<file path="config.mk">
export PLATFORM = sky130hd
export DESIGN_NAME = pgmp_msg_port
export DESIGN_NICKNAME = d
export VERILOG_FILES = /design/src/pkg/pgmp_pkg.sv /design/src/pkg/pgmp_rpy_if.sv /design/src/rtl/pgmp_msg_port.sv /design/src/rtl/pgmp_reply_tx.sv
export SDC_FILE = /design/constraint.sdc
export NUM_CORES = 1
export LEC_CHECK = 0
export BUFFER_PORTS_ARGS = -buffer_cell sky130_fd_sc_hd__buf_2
export CORE_MARGIN = 5
export CORE_UTILIZATION = 28
export DETAILED_ROUTE_END_ITERATION = 6
export MAX_ROUTING_LAYER = met4
export PLACE_DENSITY = 0.52
export SYNTH_ARGS = -nofsm -noshare
export SYNTH_HDL_FRONTEND = slang
export SYNTH_SLANG_ARGS = --single-unit
</file>
<file path="constraint.sdc">
create_clock -name core_clk -period 2.3 [get_ports core_clk]
set_clock_uncertainty 0.15 [all_clocks]
set_input_delay 0.46 -clock core_clk [delete_from_list [all_inputs] [get_ports core_clk]]
set_output_delay 0.46 -clock core_clk [all_outputs]
set_load 0.1 [all_outputs]
</file>
<file path="src/pkg/pgmp_pkg.sv">
// constants and types for the parallel gage message port
// Overview of operation
// - commands act only while strobe line asserted
// - start gage n: manual 2n-1, auto 2n
// - code 9 end, 10-13 master, 14 abort
// - reset feedback codes 18-21; 15-17 unassigned
// - reset position codes 30 to 33
// - auto verification codes 34 to 36
// - reset feedback clears addressed gage offset
// - machine identity recorded for feedback use
// - reset position returns sequence to start
// - load setup switches active configuration
// - valid line only after reply code stable
// - reply codes: 1,2,3,4,5,6 and 31
// - fault message answered with acknowledge
// - end gage reply after manual or master start
// - auto start gets part status or sort
// - class sent on second valid strobe
// - shutdown sent unsolicited on adverse event
// - commands captured on strobe rising edge
// - valid pulses spaced at least one millisecond
package pgmp_pkg;
   localparam int CMD_W = 6;
   localparam int RPY_W = 5;
   localparam logic [5:0] CMD_START_LO  = 6'h01;
   localparam logic [5:0] CMD_START_HI  = 6'h08;
   localparam logic [5:0] CMD_END       = 6'h09;
   localparam logic [5:0] CMD_MAST_LO   = 6'h0A;
   localparam logic [5:0] CMD_MAST_HI   = 6'h0D;
   localparam logic [5:0] CMD_ABORT     = 6'h0E;
   localparam logic [5:0] CMD_FB_LO     = 6'h12;
   localparam logic [5:0] CMD_FB_HI     = 6'h15;
   localparam logic [5:0] CMD_MID_LO    = 6'h16;
   localparam logic [5:0] CMD_MID_HI    = 6'h1D;
   localparam logic [5:0] CMD_POS_LO    = 6'h1E;
   localparam logic [5:0] CMD_POS_HI    = 6'h21;
   localparam logic [5:0] CMD_VER_LO    = 6'h22;
   localparam logic [5:0] CMD_VER_HI    = 6'h24;
   localparam logic [5:0] CMD_SETUP_LO  = 6'h25;
   localparam logic [5:0] CMD_SETUP_HI  = 6'h2D;
   localparam logic [4:0] RPY_ACK       = 5'h01;
   localparam logic [4:0] RPY_END       = 5'h02;
   localparam logic [4:0] RPY_ACCEPT    = 5'h03;
   localparam logic [4:0] RPY_REJECT    = 5'h04;
   localparam logic [4:0] RPY_REWORK    = 5'h05;
   localparam logic [4:0] RPY_SORT      = 5'h06;
   localparam logic [4:0] RPY_SHUTDOWN  = 5'h1F;
   localparam logic [4:0] RPY_CLASS_ERR = 5'h00;
   localparam logic [4:0] CLASS_MAX     = 5'h1E;
   localparam logic [1:0] STAT_ACCEPT   = 2'h0;
   localparam logic [1:0] STAT_REJECT   = 2'h1;
   localparam logic [1:0] STAT_REWORK   = 2'h2;
   localparam int CLK_MHZ      = 125;
   localparam int GAP_US       = 1000;
   localparam int GAP_CYC      = GAP_US * CLK_MHZ;
   localparam int SETUP_NS     = 80;
   localparam int SETUP_CYC    = (SETUP_NS * CLK_MHZ + 999) / 1000;
   localparam int PULSE_CYC_DEF = 125000;
   typedef enum logic [1:0] {
      PGMP_TX_IDLE,
      PGMP_TX_SETUP,
      PGMP_TX_PULSE,
      PGMP_TX_GAP
   } pgmp_tx_st_t;
endpackage

</file>
<file path="src/pkg/pgmp_rpy_if.sv">
// reply request channel between decoder and reply sender
`timescale 1ns/1ns
interface pgmp_rpy_if;
   logic       req;
   logic [4:0] code;
   logic       busy;
   modport src (output req, output code, input busy);
   modport snk (input req, input code, output busy);
endinterface

</file>
<file path="src/rtl/pgmp_msg_port.sv">
// command decoder and reply sequencing for the gage message port
`timescale 1ns/1ns
module pgmp_msg_port #(
   parameter int PULSE_CYC = pgmp_pkg::PULSE_CYC_DEF,
   parameter int GAP_CYC   = pgmp_pkg::GAP_CYC
) (
   input  wire logic       core_clk,
   input  wire logic       reset,
   input  wire logic [5:0] command_bits,
   input  wire logic       command_strobe_line,
   input  wire logic       fault_msg,
   input  wire logic       gage_done,
   input  wire logic [1:0] gage_status,
   input  wire logic       rr_study,
   input  wire logic       class_enable,
   input  wire logic [4:0] part_class,
   input  wire logic       adverse_event,
   output logic [4:0]      reply_code,
   output logic            reply_valid_line,
   output logic [1:0]      active_gage,
   output logic            gage_auto,
   output logic            gaging,
   output logic            end_gage_pulse,
   output logic            mastering,
   output logic            verifying,
   output logic [3:0]      feedback_clear,
   output logic [2:0]      machine_id,
   output logic [3:0]      setup_sel,
   output logic            position_reset
);
   import pgmp_pkg::*;
   typedef struct packed {
      logic       strb;
      logic       gaging;
      logic       auto;
      logic [1:0] gage;
      logic       mast;
      logic       ver;
      logic       endp;
      logic [3:0] fbclr;
      logic [2:0] mid;
      logic [3:0] setup;
      logic       posr;
      logic       class_pend;
      logic [4:0] class_val;
      logic       ack_pend;
      logic       shut_pend;
      logic       stat_pend;
      logic [4:0] stat_code;
      logic       adv;
      logic       flt;
   } pgmp_s_t;
   pgmp_s_t s_q, s_d;
   pgmp_rpy_if rpy ();
   logic [5:0] c;
   logic       rise;
   pgmp_reply_tx #(
      .PULSE_CYC (PULSE_CYC),
      .GAP_CYC   (GAP_CYC)
   ) u_tx (
      .core_clk         (core_clk),
      .reset            (reset),
      .rpy              (rpy.snk),
      .reply_code       (reply_code),
      .reply_valid_line (reply_valid_line)
   );
   assign c = command_bits;
   assign rise = command_strobe_line & ~s_q.strb;
   always_comb begin
      s_d            = s_q;
      s_d.strb       = command_strobe_line;
      s_d.adv        = adverse_event;
      s_d.flt        = fault_msg;
      s_d.endp       = 1'b0;
      s_d.fbclr      = 4'h0;
      s_d.posr       = 1'b0;
      rpy.req        = 1'b0;
      rpy.code       = 5'h00;
      // one reply at a time; shutdown first, class after status
      // served before new events so a same-cycle set wins
      if (!rpy.busy) begin
         if (s_q.shut_pend) begin
            rpy.req       = 1'b1;
            rpy.code      = RPY_SHUTDOWN;
            s_d.shut_pend = 1'b0;
         end else if (s_q.ack_pend) begin
            rpy.req      = 1'b1;
            rpy.code     = RPY_ACK;
            s_d.ack_pend = 1'b0;
         end else if (s_q.stat_pend) begin
            rpy.req       = 1'b1;
            rpy.code      = s_q.stat_code;
            s_d.stat_pend = 1'b0;
         end else if (s_q.class_pend) begin
            rpy.req        = 1'b1;
            rpy.code       = s_q.class_val;
            s_d.class_pend = 1'b0;
         end
      end
      if (rise) begin
         if (c >= CMD_START_LO && c <= CMD_START_HI) begin
            s_d.gaging = 1'b1;
            s_d.auto   = ~c[0];
            s_d.gage   = 2'((c - 6'h01) >> 1);
         end else if (c == CMD_END) begin
            s_d.endp = 1'b1;
         end else if (c >= CMD_MAST_LO && c <= CMD_MAST_HI) begin
            s_d.mast = 1'b1;
            s_d.gage = 2'(c - CMD_MAST_LO);
         end else if (c == CMD_ABORT) begin
            s_d.mast = 1'b0;
         end else if (c >= CMD_FB_LO && c <= CMD_FB_HI) begin
            s_d.fbclr = 4'h1 << 2'(c - CMD_FB_LO);
         end else if (c >= CMD_MID_LO && c <= CMD_MID_HI) begin
            s_d.mid = 3'(c - CMD_MID_LO);
         end else if (c >= CMD_POS_LO && c <= CMD_POS_HI) begin
            s_d.posr = 1'b1;
            s_d.gage = 2'(c - CMD_POS_LO);
         end else if (c >= CMD_VER_LO && c <= CMD_VER_HI) begin
            s_d.ver  = 1'b1;
            s_d.gage = 2'(c - CMD_VER_LO);
         end else if (c >= CMD_SETUP_LO && c <= CMD_SETUP_HI) begin
            s_d.setup = 4'(c - CMD_SETUP_LO);
         end
      end
      // gage completion queues replies
      if (gage_done && s_q.gaging) begin
         s_d.gaging    = 1'b0;
         s_d.stat_pend = 1'b1;
         if (!s_q.auto || s_q.mast) begin
            s_d.stat_code = RPY_END;
            s_d.mast      = 1'b0;
         end else if (rr_study) begin
            s_d.stat_code = RPY_SORT;
         end else begin
            case (gage_status)
               STAT_ACCEPT: s_d.stat_code = RPY_ACCEPT;
               STAT_REJECT: s_d.stat_code = RPY_REJECT;
               default:     s_d.stat_code = RPY_REWORK;
            endcase
         end
         if (s_q.auto && !s_q.mast && class_enable) begin
            s_d.class_pend = 1'b1;
            s_d.class_val  = (part_class == 5'h00 ||
                              part_class > CLASS_MAX)
                             ? RPY_CLASS_ERR : part_class;
         end
         s_d.ver = 1'b0;
      end
      if (fault_msg && !s_q.flt) begin
         s_d.ack_pend = 1'b1;
      end
      if (adverse_event && !s_q.adv) begin
         s_d.shut_pend = 1'b1;
      end
   end
   always_ff @(posedge core_clk) begin
      if (reset) begin
         s_q <= '0;
      end else begin
         s_q <= s_d;
      end
   end
   assign active_gage    = s_q.gage;
   assign gage_auto      = s_q.auto;
   assign gaging         = s_q.gaging;
   assign end_gage_pulse = s_q.endp;
   assign mastering      = s_q.mast;
   assign verifying      = s_q.ver;
   assign feedback_clear = s_q.fbclr;
   assign machine_id     = s_q.mid;
   assign setup_sel      = s_q.setup;
   assign position_reset = s_q.posr;
endmodule

</file>
<file path="src/rtl/pgmp_reply_tx.sv">
// reply sender: code setup, timed valid pulse, spacing gap
`timescale 1ns/1ns
module pgmp_reply_tx #(
   parameter int PULSE_CYC = pgmp_pkg::PULSE_CYC_DEF,
   parameter int GAP_CYC   = pgmp_pkg::GAP_CYC
) (
   input  wire logic         core_clk,
   input  wire logic         reset,
   pgmp_rpy_if.snk           rpy,
   output logic [4:0]        reply_code,
   output logic              reply_valid_line
);
   import pgmp_pkg::*;
   typedef struct packed {
      pgmp_tx_st_t st;
      logic [31:0] cnt;
      logic [4:0]  code;
      logic        vld;
   } pgmp_tx_s_t;
   pgmp_tx_s_t s_q, s_d;
   always_comb begin
      s_d = s_q;
      case (s_q.st)
         PGMP_TX_IDLE: begin
            if (rpy.req) begin
               s_d.code = rpy.code;
               s_d.cnt  = 32'(SETUP_CYC);
               s_d.st   = PGMP_TX_SETUP;
            end
         end
         PGMP_TX_SETUP: begin
            s_d.cnt = s_q.cnt - 32'h1;
            if (s_q.cnt <= 32'h1) begin
               s_d.vld = 1'b1;
               s_d.cnt = 32'(PULSE_CYC);
               s_d.st  = PGMP_TX_PULSE;
            end
         end
         PGMP_TX_PULSE: begin
            s_d.cnt = s_q.cnt - 32'h1;
            if (s_q.cnt <= 32'h1) begin
               s_d.vld = 1'b0;
               s_d.cnt = 32'(GAP_CYC);
               s_d.st  = PGMP_TX_GAP;
            end
         end
         default: begin
            s_d.cnt = s_q.cnt - 32'h1;
            if (s_q.cnt <= 32'h1) begin
               s_d.st = PGMP_TX_IDLE;
            end
         end
      endcase
   end
   always_ff @(posedge core_clk) begin
      if (reset) begin
         s_q <= '{st: PGMP_TX_IDLE, cnt: 32'h0, code: 5'h00, vld: 1'b0};
      end else begin
         s_q <= s_d;
      end
   end
   assign rpy.busy         = (s_q.st != PGMP_TX_IDLE);
   assign reply_code       = s_q.code;
   assign reply_valid_line = s_q.vld;
endmodule
</file>
Word level (Yosys, flattened, before mapping)
Index checks and enable logic that the tools add are counted.

storage, ports and cells
  flip-flop bits (word level) = 76
  bits in latches = 0
  RAM bits = 0
  ROM bits = 0
  input port bits = 21
  output and inout port bits = 25
  logic and storage cells = 184
  memories = 0

operators by class
  add/sub/neg operators = 8
  multipliers = 0
  divide/modulo/power cells = 0
  $lt $le $gt $ge = 16
  equal/unequal tests = 18
  shift-type cells = 1
  multiplexer cells = 66
  bitwise gates (word level) = 12
  reductions and logical operators = 40

operators with widths
  cell                                                                                  count
  34-bit case mux with 3 select lines                                                   1
  34-bit 2-to-1 mux                                                                     2
  39-bit 2-to-1 mux                                                                     1
  12-bit 2-to-1 mux                                                                     3
  5-bit 2-to-1 mux                                                                      7
  32-bit by 1-bit less-or-equal comparator with 1-bit output (second input constant)    1
  32-bit by 1-bit subtractor with 32-bit output (second input constant)                 1
  15-bit 2-to-1 mux                                                                     2
  1-bit 2-to-1 mux                                                                      26
  4-bit 2-to-1 mux                                                                      5
  6-bit by 5-bit greater-or-equal comparator with 1-bit output (second input constant)  3
  6-bit less-or-equal comparator (second input constant)                                3
  6-bit 2-to-1 mux                                                                      3
  2-bit 2-to-1 mux                                                                      8
  2-bit by 1-bit inequality test with 1-bit output (second input constant)              8
  3-bit 2-to-1 mux                                                                      5
  6-bit by 4-bit == test with 1-bit output (second input constant)                      2
  6-bit greater-or-equal comparator (second input constant)                             2
  6-bit by 4-bit less-or-equal comparator with 1-bit output (second input constant)     2
  6-bit by 5-bit less-or-equal comparator with 1-bit output (second input constant)     2
  1-bit logical AND                                                                     12
  1-bit inverter                                                                        11
  10-bit AND reduction                                                                  1
  3-bit inequality test (second input constant)                                         3
  other kinds (31)                                                                      47

Depth between registers and ports, before layout
Gate-level depths: netlist of the first run.

  depth after elaboration = 14
  depth in mapped cells = 10
  depth with buffers taken out = 8

Modules after synthesis
Synthesis of the first run repeated with hierarchy kept, for this count alone.

second synthesis, totals
  cell total of the unflattened synthesis = 478
  area, all modules = 4165.2 sq um

by module, submodules not included
  module         instances  cells each  area an instance (sq um)  seq. area each (sq um)
  pgmp_reply_tx  1          247         2097.0                    800.8
  pgmp_msg_port  1          231         2068.2                    680.7

Worst setup path before layout of the first run
No wires, ideal clock.

  kind = input -> register
  from = input port command_bits[2]
  to = register s_q, in the netlist machine_id[0]
  library setup time = 0.128 ns
  data arrival time = 2.139 ns
  required time = 2.022 ns
  path slack = -0.117 ns
  stages on the path = 10
  path buffers = 2
  path through = buf_1 -> inv_1 -> ha_1 -> nand2b_1 -> a2111o_1 -> and2_1 -> clkbuf_1 -> o2111ai_1 -> mux2i_1 -> nor2_1

on the way
  longest elaborated chain between the ends = 4
  elaborated cells on any way between the ends = 20
  classes of those cells = 8 x order compare; 2 x eq/ne; 5 x bitwise; 5 x reduce/logical

ends and longest elaborated chain
  element                                                                                     RTL line                                                          text
  start, declared                                                                             pgmp_msg_port.sv:9                                                input wire logic [5:0] command_bits,
  6-bit by 5-bit greater-or-equal comparator with 1-bit output, or another cell as far along  pgmp_msg_port.sv:112                                              end else if (c >= CMD_FB_LO && c <= CMD_FB_HI) begin
  1-bit logical AND (on tied branches)                                                        pgmp_msg_port.sv:112, pgmp_msg_port.sv:101, pgmp_msg_port.sv:107
  1-bit inverter (no source line)                                                             n/a
  7-bit AND reduction (no source line) (*)                                                    n/a
  end signal, assigned                                                                        pgmp_msg_port.sv:159                                              s_q <= '0;
  end signal, assigned                                                                        pgmp_msg_port.sv:161                                              s_q <= s_d;
  end, declared                                                                               pgmp_msg_port.sv:53                                               pgmp_s_t s_q, s_d;

Mark *: on every way between the ends. The rest lies on a longest branch, timed or not.
A chain may end at the register's enable or synchronous reset.

Final worst setup path of the first run
  from = register u_tx.s_q[28] in the netlist's numbering
  to = register u_tx.s_q[19] in the netlist's numbering

on the way
  longest elaborated chain between the ends = 3
  elaborated cells on any way between the ends = 4
  classes of those cells = 1 x order compare; 3 x mux

ends and longest elaborated chain
  element                                                         RTL line                                  text
  start, declared                                                 pgmp_reply_tx.sv:20                       pgmp_tx_s_t s_q, s_d;
  start signal, assigned                                          pgmp_reply_tx.sv:57                       s_q <= '{st: PGMP_TX_IDLE, cnt: 32'h0, code: 5'h00, vld: 1'b0};
  32-bit by 1-bit less-or-equal comparator with 1-bit output (*)  pgmp_reply_tx.sv:33, pgmp_reply_tx.sv:41
  34-bit 2-to-1 mux (on tied branches)                            pgmp_reply_tx.sv:41, pgmp_reply_tx.sv:33
  34-bit case mux with 3 select lines (*)                         pgmp_reply_tx.sv:23                       case (s_q.st)

Mark *: on every way between the ends. The rest lies on a longest branch, timed or not. The select of a mux whose other input is x is not followed.

==> flow_summary_export.csv, run 1 <==
group,metric,value,unit
status,status,"finished clean",
timing,max_freq,460,MHz
timing,slew_headroom,66.2,%
timing,setup_viol,0,
clock_network,clockBufferDepth,2,
global_routing,grt_max_degree,35,
timing,fin_worst_hold_slack,205,ps
pwr,cellPowerDensity,1570,nW/um2
synth,syn_inst,459,
layout,fin_cells,719,
clock_network,clk_pin_slew,60,ps
synth,syn_nets,495,
detailed_routing,vias,3392,
detailed_routing,first_pass_iters,6,
placed_design,place.gp.congestion,0.824,
global_routing,grt_usage,12.4,%
detailed_routing,vias_per_cell,4.72,
critical_path,end_kind,"flip-flop",
layout,antenna_cells,0,
floorplanning,core.rowCount,43,
synth,ys_top_cells_by_count,"nor2_1, dfxtp_1, a21oi_1",
floorplanning,fp.dieH,128,um
layout,area_growth_syn_to_layout,25.5,%
synth,synth-edff-count,0,
layout,nFillCells,1429,
timing,grt_setup_unrepaired,"no",
layout,num-nets-final,570,
timing,fin_crit,2170,ps
global_routing,grt_antenna_before_repair,0,
timing,finalWorstSetupSlack,126,ps
detailed_routing,drt_wl_total,9.36,mm
floorplanning,die_x,128,um
min_path,hold_path_class,"input port to flip-flop",
synth,ys_ff_latch,74,
layout,drive_gt1_share,26.0,%
clock_network,clock-root-buffer,"clkbuf_16",
floorplanning,ioPinCount,46,
timing,slew_viol_final,0,
placed_design,dp_hpwl,7.20,mm
placed_design,place_inst,695,
synth,ys_types,63,
global_routing,grt_pass1_vias,3348,
timing,finalHoldViolCount,0,
detailed_routing,wl_met2,4.41,mm
layout,utilization,35.7,%
floorplanning,dieArea,16500,um2
global_routing,grt_pass1_wl,16.0,mm
timing,worst_slew_pin_slew,510,ps
timing,period_share,94.5,%
clock_network,htreeDepth,3,
floorplanning,core_area,13800,um2
flow_run,maxCapViolations,0,
critical_path,setup.worst_path.start_class,"flip-flop",
synth,synth_top_area_share,37.7,%
global_routing,grt-ovfl-total,0,
clock_network,cts_tree,"done",
detailed_routing,wl_per_cell,13.0,um
synth,syn_area,3930,um2
critical_path,worstPathRequired,2420,ps
detailed_routing,wl_met3,389,um
clock_network,cts.sink_count,74,
floorplanning,initial_core_util,28.4,%
synth,ys_seq_area_share,37.7,%
pwr,ir_drop,0.000547,V
synth,synth_warnings,0,
placed_design,dp_slack,-215,ps
critical_path,critPathMaxFanout,8,
detailed_routing,m1WireLength,4.45,mm
pwr,p_leak,2.10,nW
detailed_routing,drtIter0Drc,198,
clock_network,clk_latency,340,ps
critical_path,critical_path_class,"flip-flop to flip-flop",
synth,synthTopCellsByArea,"dfxtp_1, nor2_1, ha_1",
synth,avgSynthCellArea,8.56,um2
placed_design,portBuffers,45,
detailed_routing,top_layer_used,"met4",
detailed_routing,ant_nets,0,
critical_path,worstPathArrival,2290,ps
detailed_routing,drcViolationCount,0,
synth,synth.most_common_cell,"nor2_1",
synth,async_flop_share,0,%
synth,synth_top_flop_cell,"dfxtp_1",
synth,yosys.area.top_type,"dfxtp_1",
clock_network,cts_buffers,9,
-- sequential cells by signal, indices dropped and copies added (netlist names), 2 cells and up --
register         cells
active_gage          2
machine_id           3
u_tx.reply_code      5
feedback_clear       4
setup_sel            4
u_tx.s_q            34
s_q                 15
-- worst max-delay path, stage by stage, from the launching register on --
cell     delay [ps]
dfxtp_2         310
or4_4           570
nor4_4          250
nand4_4         220
nor3_4          260
buf_12          140
o21ai_1          60
a21oi_1         140
-- cell families (layout without fill, tap and decap cells) --
kind of cell | count (synthesis) | after routing | synth area share (%)
flip-flops | 74 | 74 | 37.7
XOR/XNOR | 24 | 24 | 5.35
AO/OA/AOI/OAI | 95 | 95 | 16.1
multiplexers | 8 | 8 | 2.04
buffers and inverters | 49 | 129 | 6.81
AND/OR/NAND/NOR | 194 | 194 | 27.2
adder cells (fa/ha/maj) | 15 | 15 | 4.78
-- path summary, 6_finish.rpt --
kind                 from            to  slack, ps  cells after the start
min             fault_msg        s_q[0]        200                      2
min reg2reg  setup_sel[1]  setup_sel[1]        310                      2
max reg2reg  u_tx.s_q[28]  u_tx.s_q[19]        130                      7
max          u_tx.s_q[28]  u_tx.s_q[19]        130                      7
-- what timing repair did --
item / 4_1_cts / 5_1_grt
setup endpoints to repair: 0 / 18
setup buffers: 0 / 8
hold buffers: 0 / 0
gates resized for setup: 0 / 5
-- metrics by stage --
stage          power, mW  setup TNS, ps  area (um2)
2_1_floorplan       5.03              0        3940
3_5_place_dp        5.97          -2310        4530
3_3_place_gp        5.91          -1150        4530
4_1_cts             7.43              0        4830
6_report            7.76              0        4930
5_1_grt             8.36              0        4930
-- placed cells by master, fill, tap and decap left out, drive strengths merged, types with 2 or more instances in the layout --
cell type and instances:
buf 98, nor2 79, dfxtp 74, a21oi 27, nand2 25, o21ai 25
nor3 21, xnor2 17, ha 15, inv 15, nor4 14, clkbuf 11
nand3 10, nand2b 9, a22oi 8, mux2i 8, and2 7, xor2 7
a31oi 6, nor2b 6, a311oi 5, nand4 5, and3 4, or4 3
a211oi 3, a211o 3, clkinv 3, or2 3, nor4b 2, o31a 2
o211ai 2, o211a 2, and4 2, nor3b 2, a41oi 2
-- where the power goes --
| part | internal [mW] | leakage [nW] | switching (mW) |
|---|---|---|---|
| Sequential | 1.59 | 0.602 | 0.300 |
| Clock | 0.875 | 0.146 | 0.547 |
| Combinational | 1.98 | 1.35 | 2.46 |
-- cell type report --
class	instances	area [um2]	share of cell area, %
Inverter	15	56.3	1.14
Clock buffer	11	243	4.92
Sequential cell	74	1480	30.1
Multi-Input combinational cell	336	2210	44.9
Tap cell	180	225	4.57
Timing Repair Buffer	98	648	13.1
Clock inverter	5	63.8	1.29
-- per-layer routing --
metal / up-vias / global-route usage [%]
li1: 1764 / -
met1: 1548 / 15.2
met2: 71 / 19.5
met3: 9 / 3.24
met4: 0 / 4.93
met5: - / -
Power figures use the tool's default switching activity.
==> run 2: changes to the inputs <==
- CORE_MARGIN: 5 -> not set
==> run 2 against run 1 <==
  * Sequential power about the same
  * Power down 1.1%
  * First-iteration DRC count down 45%
  * Sequential share of layout area up 0.41 points
  * Non-clock buffer count down 6
  * Global-route usage up 1.2 points
  * Final cell count down 1.4%
  * Largest power group unchanged
  * Routed wire length down 1.4%
  * Worst hold slack better by 4.8 ps
  * Setup slack worse by 26 ps
  * Maximum frequency down 1.2%
==> flow_summary_export.csv, run 2 (same netlist as run 1, synthesis figures left out) <==
group,metric,value,unit
detailed_routing,vias,3424,
critical_path,crit_start,"u_tx.s_q[28]",
floorplanning,ioPinCount,46,
global_routing,grt_usage,13.6,%
floorplanning,fp.dieH,120,um
critical_path,worstPathArrival,2320,ps
floorplanning,core_area,13500,um2
detailed_routing,wl_per_cell,13.0,um
clock_network,cts_tree,"done",
global_routing,grt_max_degree,35,
detailed_routing,drcViolationCount,0,
placed_design,place_inst,690,
critical_path,setup.worst_path.start_class,"flip-flop",
critical_path,r2r_start,"u_tx.s_q[28]",
critical_path,critical_path_class,"flip-flop to flip-flop",
placed_design,portBuffers,45,
floorplanning,initial_core_util,29.2,%
detailed_routing,ant_nets,0,
flow_run,maxCapViolations,0,
floorplanning,core.rowCount,42,
timing,period_share,95.6,%
clock_network,ctsHoldBuffers,0,
global_routing,grt_pass1_wl,15.4,mm
floorplanning,die_x,120,um
placed_design,place.gp.congestion,0.860,
detailed_routing,drtIter0Drc,108,
detailed_routing,vias_per_cell,4.83,
layout,largest_register_ffs,34,
critical_path,worstPathRequired,2420,ps
layout,fin_cells,709,
layout,antenna_cells,0,
detailed_routing,first_pass_iters,4,
global_routing,grt_antenna_before_repair,0,
pwr,p_leak,2.07,nW
timing,slew_headroom,66.6,%
clock_network,clk_latency,340,ps
timing,grt_setup_unrepaired,"yes",
critical_path,reg2reg_depth,6,
layout,largest_register,"u_tx.s_q",
critical_path,reg2reg_to,"u_tx.s_q[20]",
critical_path,critPathMaxFanout,8,
min_path,hold_path_class,"input port to flip-flop",
global_routing,grt_pass1_vias,3275,
status,status,"finished clean",
pwr,cellPowerDensity,1580,nW/um2
clock_network,htreeDepth,3,
timing,max_freq,455,MHz
clock_network,clock-root-buffer,"clkbuf_16",
layout,area_growth_syn_to_layout,23.8,%
timing,setup_viol,0,
timing,slew_viol_final,0,
critical_path,end_kind,"flip-flop",
global_routing,grt-ovfl-total,0,
clock_network,cts.sink_count,74,
critical_path,worstSetupEndpoint,"u_tx.s_q[20]",
critical_path,rrSetupSlack,100,ps
layout,final_common_cell,"nor2_1",
floorplanning,dieArea,14500,um2
timing,fin_crit,2200,ps
layout,num-nets-final,564,
timing,worst_slew_pin_slew,504,ps
placed_design,dp_hpwl,6.93,mm
timing,finalHoldViolCount,0,
layout,mostFrequentLayoutCells,"nor2_1, dfxtp_1, buf_4",
clock_network,clk_pin_slew,60,ps
pwr,ir_drop,0.000512,V
detailed_routing,drt_wl_total,9.23,mm
timing,setup_tns,0,ps
clock_network,cts_buffers,9,
clock_network,clockBufferDepth,2,
layout,drive_gt1_share,25.1,%
==> run 2: cell types whose count changed in the layout (fill, tap and decap cells not counted), sizes merged <==
cell	before	now
clkinv	3	5
buf	98	92
clkinvlp	1	0
clkbuf	11	10
==> run 2: power by group <==
group          internal (mW)  leakage (nW)  switching, mW  total (mW)
registers               1.59         0.602          0.304        1.90
clock network          0.871         0.152          0.562        1.43
logic                   1.88          1.32           2.46        4.34
total                   4.34          2.07           3.33        7.67
==> run 2: how the worst min path moves through the flow <==
| stage | startpoint | depth (start not counted) | end | slack (ps) |
|---|---|---|---|---|
| finish | fault_msg | 2 | s_q[0] | 210 |
| global route | command_strobe_line | 2 | s_q[35] | 220 |
| CTS | fault_msg | 2 | s_q[0] | 200 |
| detailed placement | setup_sel[1] | 2 | setup_sel[1] | 300 |
| global placement | setup_sel[1] | 2 | setup_sel[1] | 300 |
| floorplan | s_q[2] | 2 | s_q[2] | 280 |
==> run 2: metal layers <==
metal | track usage [%] | vias to the layer above | wire [um]
li1 | - | 1744 | -
met1 | 16.6 | 1596 | 4420
met2 | 21.4 | 62 | 4240
met3 | 2.92 | 22 | 334
met4 | 6.79 | 0 | 232
met5 | - | - | 0
==> run 2: cell type report <==
class / count / area [um2]
Inverter: 15 / 56.3
Clock inverter: 6 / 66.3
Clock buffer: 10 / 239
Sequential cell: 74 / 1480
Tap cell: 176 / 220
Timing Repair Buffer: 92 / 591
Multi-Input combinational cell: 336 / 2210
Fill cell: 1419 / 8590
==> run 2: metrics by stage <==
| step | setup WS (ps) | hold WS (ps) | instance area, um2 | utilization [%] | power [mW] |
|---|---|---|---|---|---|
| detailed placement | -180 | 304 | 4510 | 33.5 | 6.05 |
| finish | 100 | 210 | 4870 | 36.2 | 7.67 |
| global placement | -81.3 | 303 | 4510 | 33.5 | 5.99 |
| global route | -28.1 | 220 | 4870 | 36.2 | 8.21 |
| CTS | 13.2 | 197 | 4820 | 35.8 | 7.51 |
| floorplan | 23.2 | 282 | 3940 | - | 5.03 |
==> run 2: what timing repair did <==
item,4_1_cts,5_1_grt
endpoints found under the setup margin,0,13
setup buffers,0,3
resized for setup,0,4
==> run 2: worst max-delay path, stage by stage, from the launching register on <==
cell	delay, ps
dfxtp_2	320
or4_4	550
nor4_4	240
nand4_4	210
nor3_4	400
o21ai_1	140
a21oi_1	130
==> run 3: changes to the inputs <==
- clock period: 2.3 -> 1.9 ns (I/O delays scaled with it)
==> run 3 against run 2 <==
  * The run now ends with setup timing left
  * Combinational power grew 45%
  * Largest power group unchanged
  * Non-clock buffer count grew 56
  * Power grew 34%
  * Flip-flop and latch count is the same
  * Die area is the same
  * Maximum frequency grew 0.44%
  * Sequential share of layout area shrank 4.1 points
  * Critical endpoint is now u_tx.s_q[8]
  * Highest routed layer unchanged
==> flow_summary_export.csv, run 3 (same netlist as run 1, synthesis figures left out) <==
group,metric,value,unit
layout,mostFrequentLayoutCells,"buf_4, nor2_1, dfxtp_1",
placed_design,portBuffers,45,
clock_network,cts_tree,"done",
critical_path,setup.worst_path.start_class,"flip-flop",
timing,period_share,115,%
timing,grt_setup_unrepaired,"yes",
clock_network,ctsHoldBuffers,0,
status,status,"complete, but fails checks",
global_routing,grt_pass1_vias,3579,
global_routing,grt-ovfl-total,0,
global_routing,grt_antenna_before_repair,0,
clock_network,cts_buffers,9,
min_path,hold_depth,2,
critical_path,reg2reg_to,"u_tx.s_q[8]",
floorplanning,core_area,13500,um2
placed_design,dp_slack,-527,ps
layout,num-nets-final,620,
detailed_routing,drcViolationCount,0,
global_routing,grt_max_degree,28,
critical_path,slowest_delay,550,ps
floorplanning,die_x,120,um
min_path,min_to,"s_q[0]",
floorplanning,core.rowCount,42,
clock_network,clk_pin_slew,60,ps
detailed_routing,drt_wl_total,10.2,mm
clock_network,clockBufferDepth,2,
pwr,cellPowerDensity,1830,nW/um2
layout,nFillCells,1368,
floorplanning,initial_core_util,29.2,%
layout,largest_register,"u_tx.s_q",
timing,worst_slew_pin_slew,495,ps
min_path,hold_path_class,"input port to flip-flop",
detailed_routing,wl_per_cell,13.4,um
detailed_routing,drtIter0Drc,93,
pwr,finalPower,10.3,mW
critical_path,r2r_start,"u_tx.s_q[28]",
layout,final_common_cell,"buf_4",
critical_path,end_kind,"flip-flop",
timing,setup_viol,35,
floorplanning,ioPinCount,46,
layout,largest_register_ffs,34,
detailed_routing,first_pass_iters,5,
critical_path,critical_path_class,"flip-flop to flip-flop",
min_path,min_from,"fault_msg",
global_routing,grt_usage,14.9,%
pwr,ir_drop,0.000687,V
critical_path,worstPathRequired,1970,ps
detailed_routing,vias_per_cell,4.75,
flow_run,maxCapViolations,0,
timing,slew_headroom,67.3,%
floorplanning,fp.dieH,120,um
timing,finalHoldViolCount,0,
status,violations,"setup timing",
clock_network,htreeDepth,3,
timing,fin_crit,2190,ps
pwr,p_leak,2.41,nW
detailed_routing,ant_nets,0,
critical_path,reg2reg_depth,7,
placed_design,place_area,4990,um2
timing,finalWorstSetupSlack,-290,ps
clock_network,clock-root-buffer,"clkbuf_16",
global_routing,grt_pass1_wl,16.7,mm
critical_path,critPathSlowestCell,"or4_4",
clock_network,clk_latency,330,ps
placed_design,place.gp.congestion,0.872,
detailed_routing,vias,3632,
layout,area_growth_syn_to_layout,43.5,%
layout,antenna_cells,0,
critical_path,worstPathArrival,2260,ps
critical_path,worstPathCellList,"or4_4, nor4_4, nand4_4, o21ai_2, a31o_4, clkbuf_16, nor2_1",
placed_design,dp_hpwl,7.58,mm
layout,final_cell_area,5640,um2
critical_path,rrSetupSlack,-290,ps
clock_network,cts.sink_count,74,
critical_path,critPathMaxFanout,5,
timing,max_freq,457,MHz
floorplanning,dieArea,14500,um2
timing,slew_viol_final,0,
layout,drive_gt1_share,39.1,%
-- run 3: cell types whose count changed in the layout (fill, tap and decap cells not counted), moves of 4 or more --
cell,previous run,this run
a21oi_1,27,21
ha_1,15,9
a21oi_2,0,6
dfxtp_2,1,5
nor2_4,0,4
buf_4,46,90
nor2_1,79,73
buf_6,0,10
ha_4,0,4
dfxtp_1,73,69
-- run 3: metal layers --
layer	track usage [%]	vias to the layer above	wire, um
met5	-	-	0
met4	5.32	0	111
met3	2.88	6	310
met2	23.7	68	4880
met1	18.8	1702	4900
li1	-	1856	-
-- run 3: where the power goes --
group / switching [mW] / internal, mW / total (mW)
registers: 0.266 / 1.93 / 2.20
logic: 3.34 / 2.94 / 6.28
clock network: 0.650 / 1.18 / 1.83
-- run 3: how the worst max path moves through the flow --
| stage | start | cells past startpoint | slack (ps) | end |
|---|---|---|---|---|
| after CTS | u_tx.s_q[28] | 7 | -250 | u_tx.s_q[27] |
| after global routing | u_tx.s_q[28] | 7 | -370 | u_tx.s_q[8] |
| after detailed placement | command_bits[1] | 9 | -530 | machine_id[0] |
| after floorplan | command_bits[1] | 9 | -160 | machine_id[0] |
| final | u_tx.s_q[28] | 7 | -290 | u_tx.s_q[8] |
| after global placement | command_bits[1] | 9 | -430 | machine_id[0] |
-- run 3: stage by stage --
stage | TNS (ps) | utilization (%) | std cells | hold WS, ps
5_1_grt | -11870 | 41.9 | 764 | 142
2_1_floorplan | -5500 | - | 459 | 282
6_report | -8350 | 41.9 | 764 | 135
4_1_cts | -7960 | 40.1 | 756 | 122
3_3_place_gp | -14690 | 37.1 | 738 | 294
3_5_place_dp | -16330 | 37.1 | 738 | 317
-- run 3: area by class of cell --
cell class / instances / area (um2) / area share, %
timing repair buffer: 148 / 1100 / 19.6
tap: 176 / 220 / 3.91
multi-input combinational: 336 / 2450 / 43.4
sequential: 74 / 1490 / 26.4
clock buffer: 10 / 239 / 4.24
inverter: 15 / 62.6 / 1.11
clock inverter: 5 / 78.8 / 1.40
-- run 3: what timing repair did --
action,CTS,global route
pin swaps,7,32
gates resized for setup,12,38
endpoints found under the setup margin,47,48
buffers inserted,3,8
gates cloned,0,2
-- run 3: worst max-delay path: cells and delay by family (launching register included) --
kind | cells | cell delay (ps)
DFF | 1 | 320
AOI/OAI and AO/OA | 2 | 350
buffers and inverters | 1 | 170
and+or+nand+nor | 4 | 1070
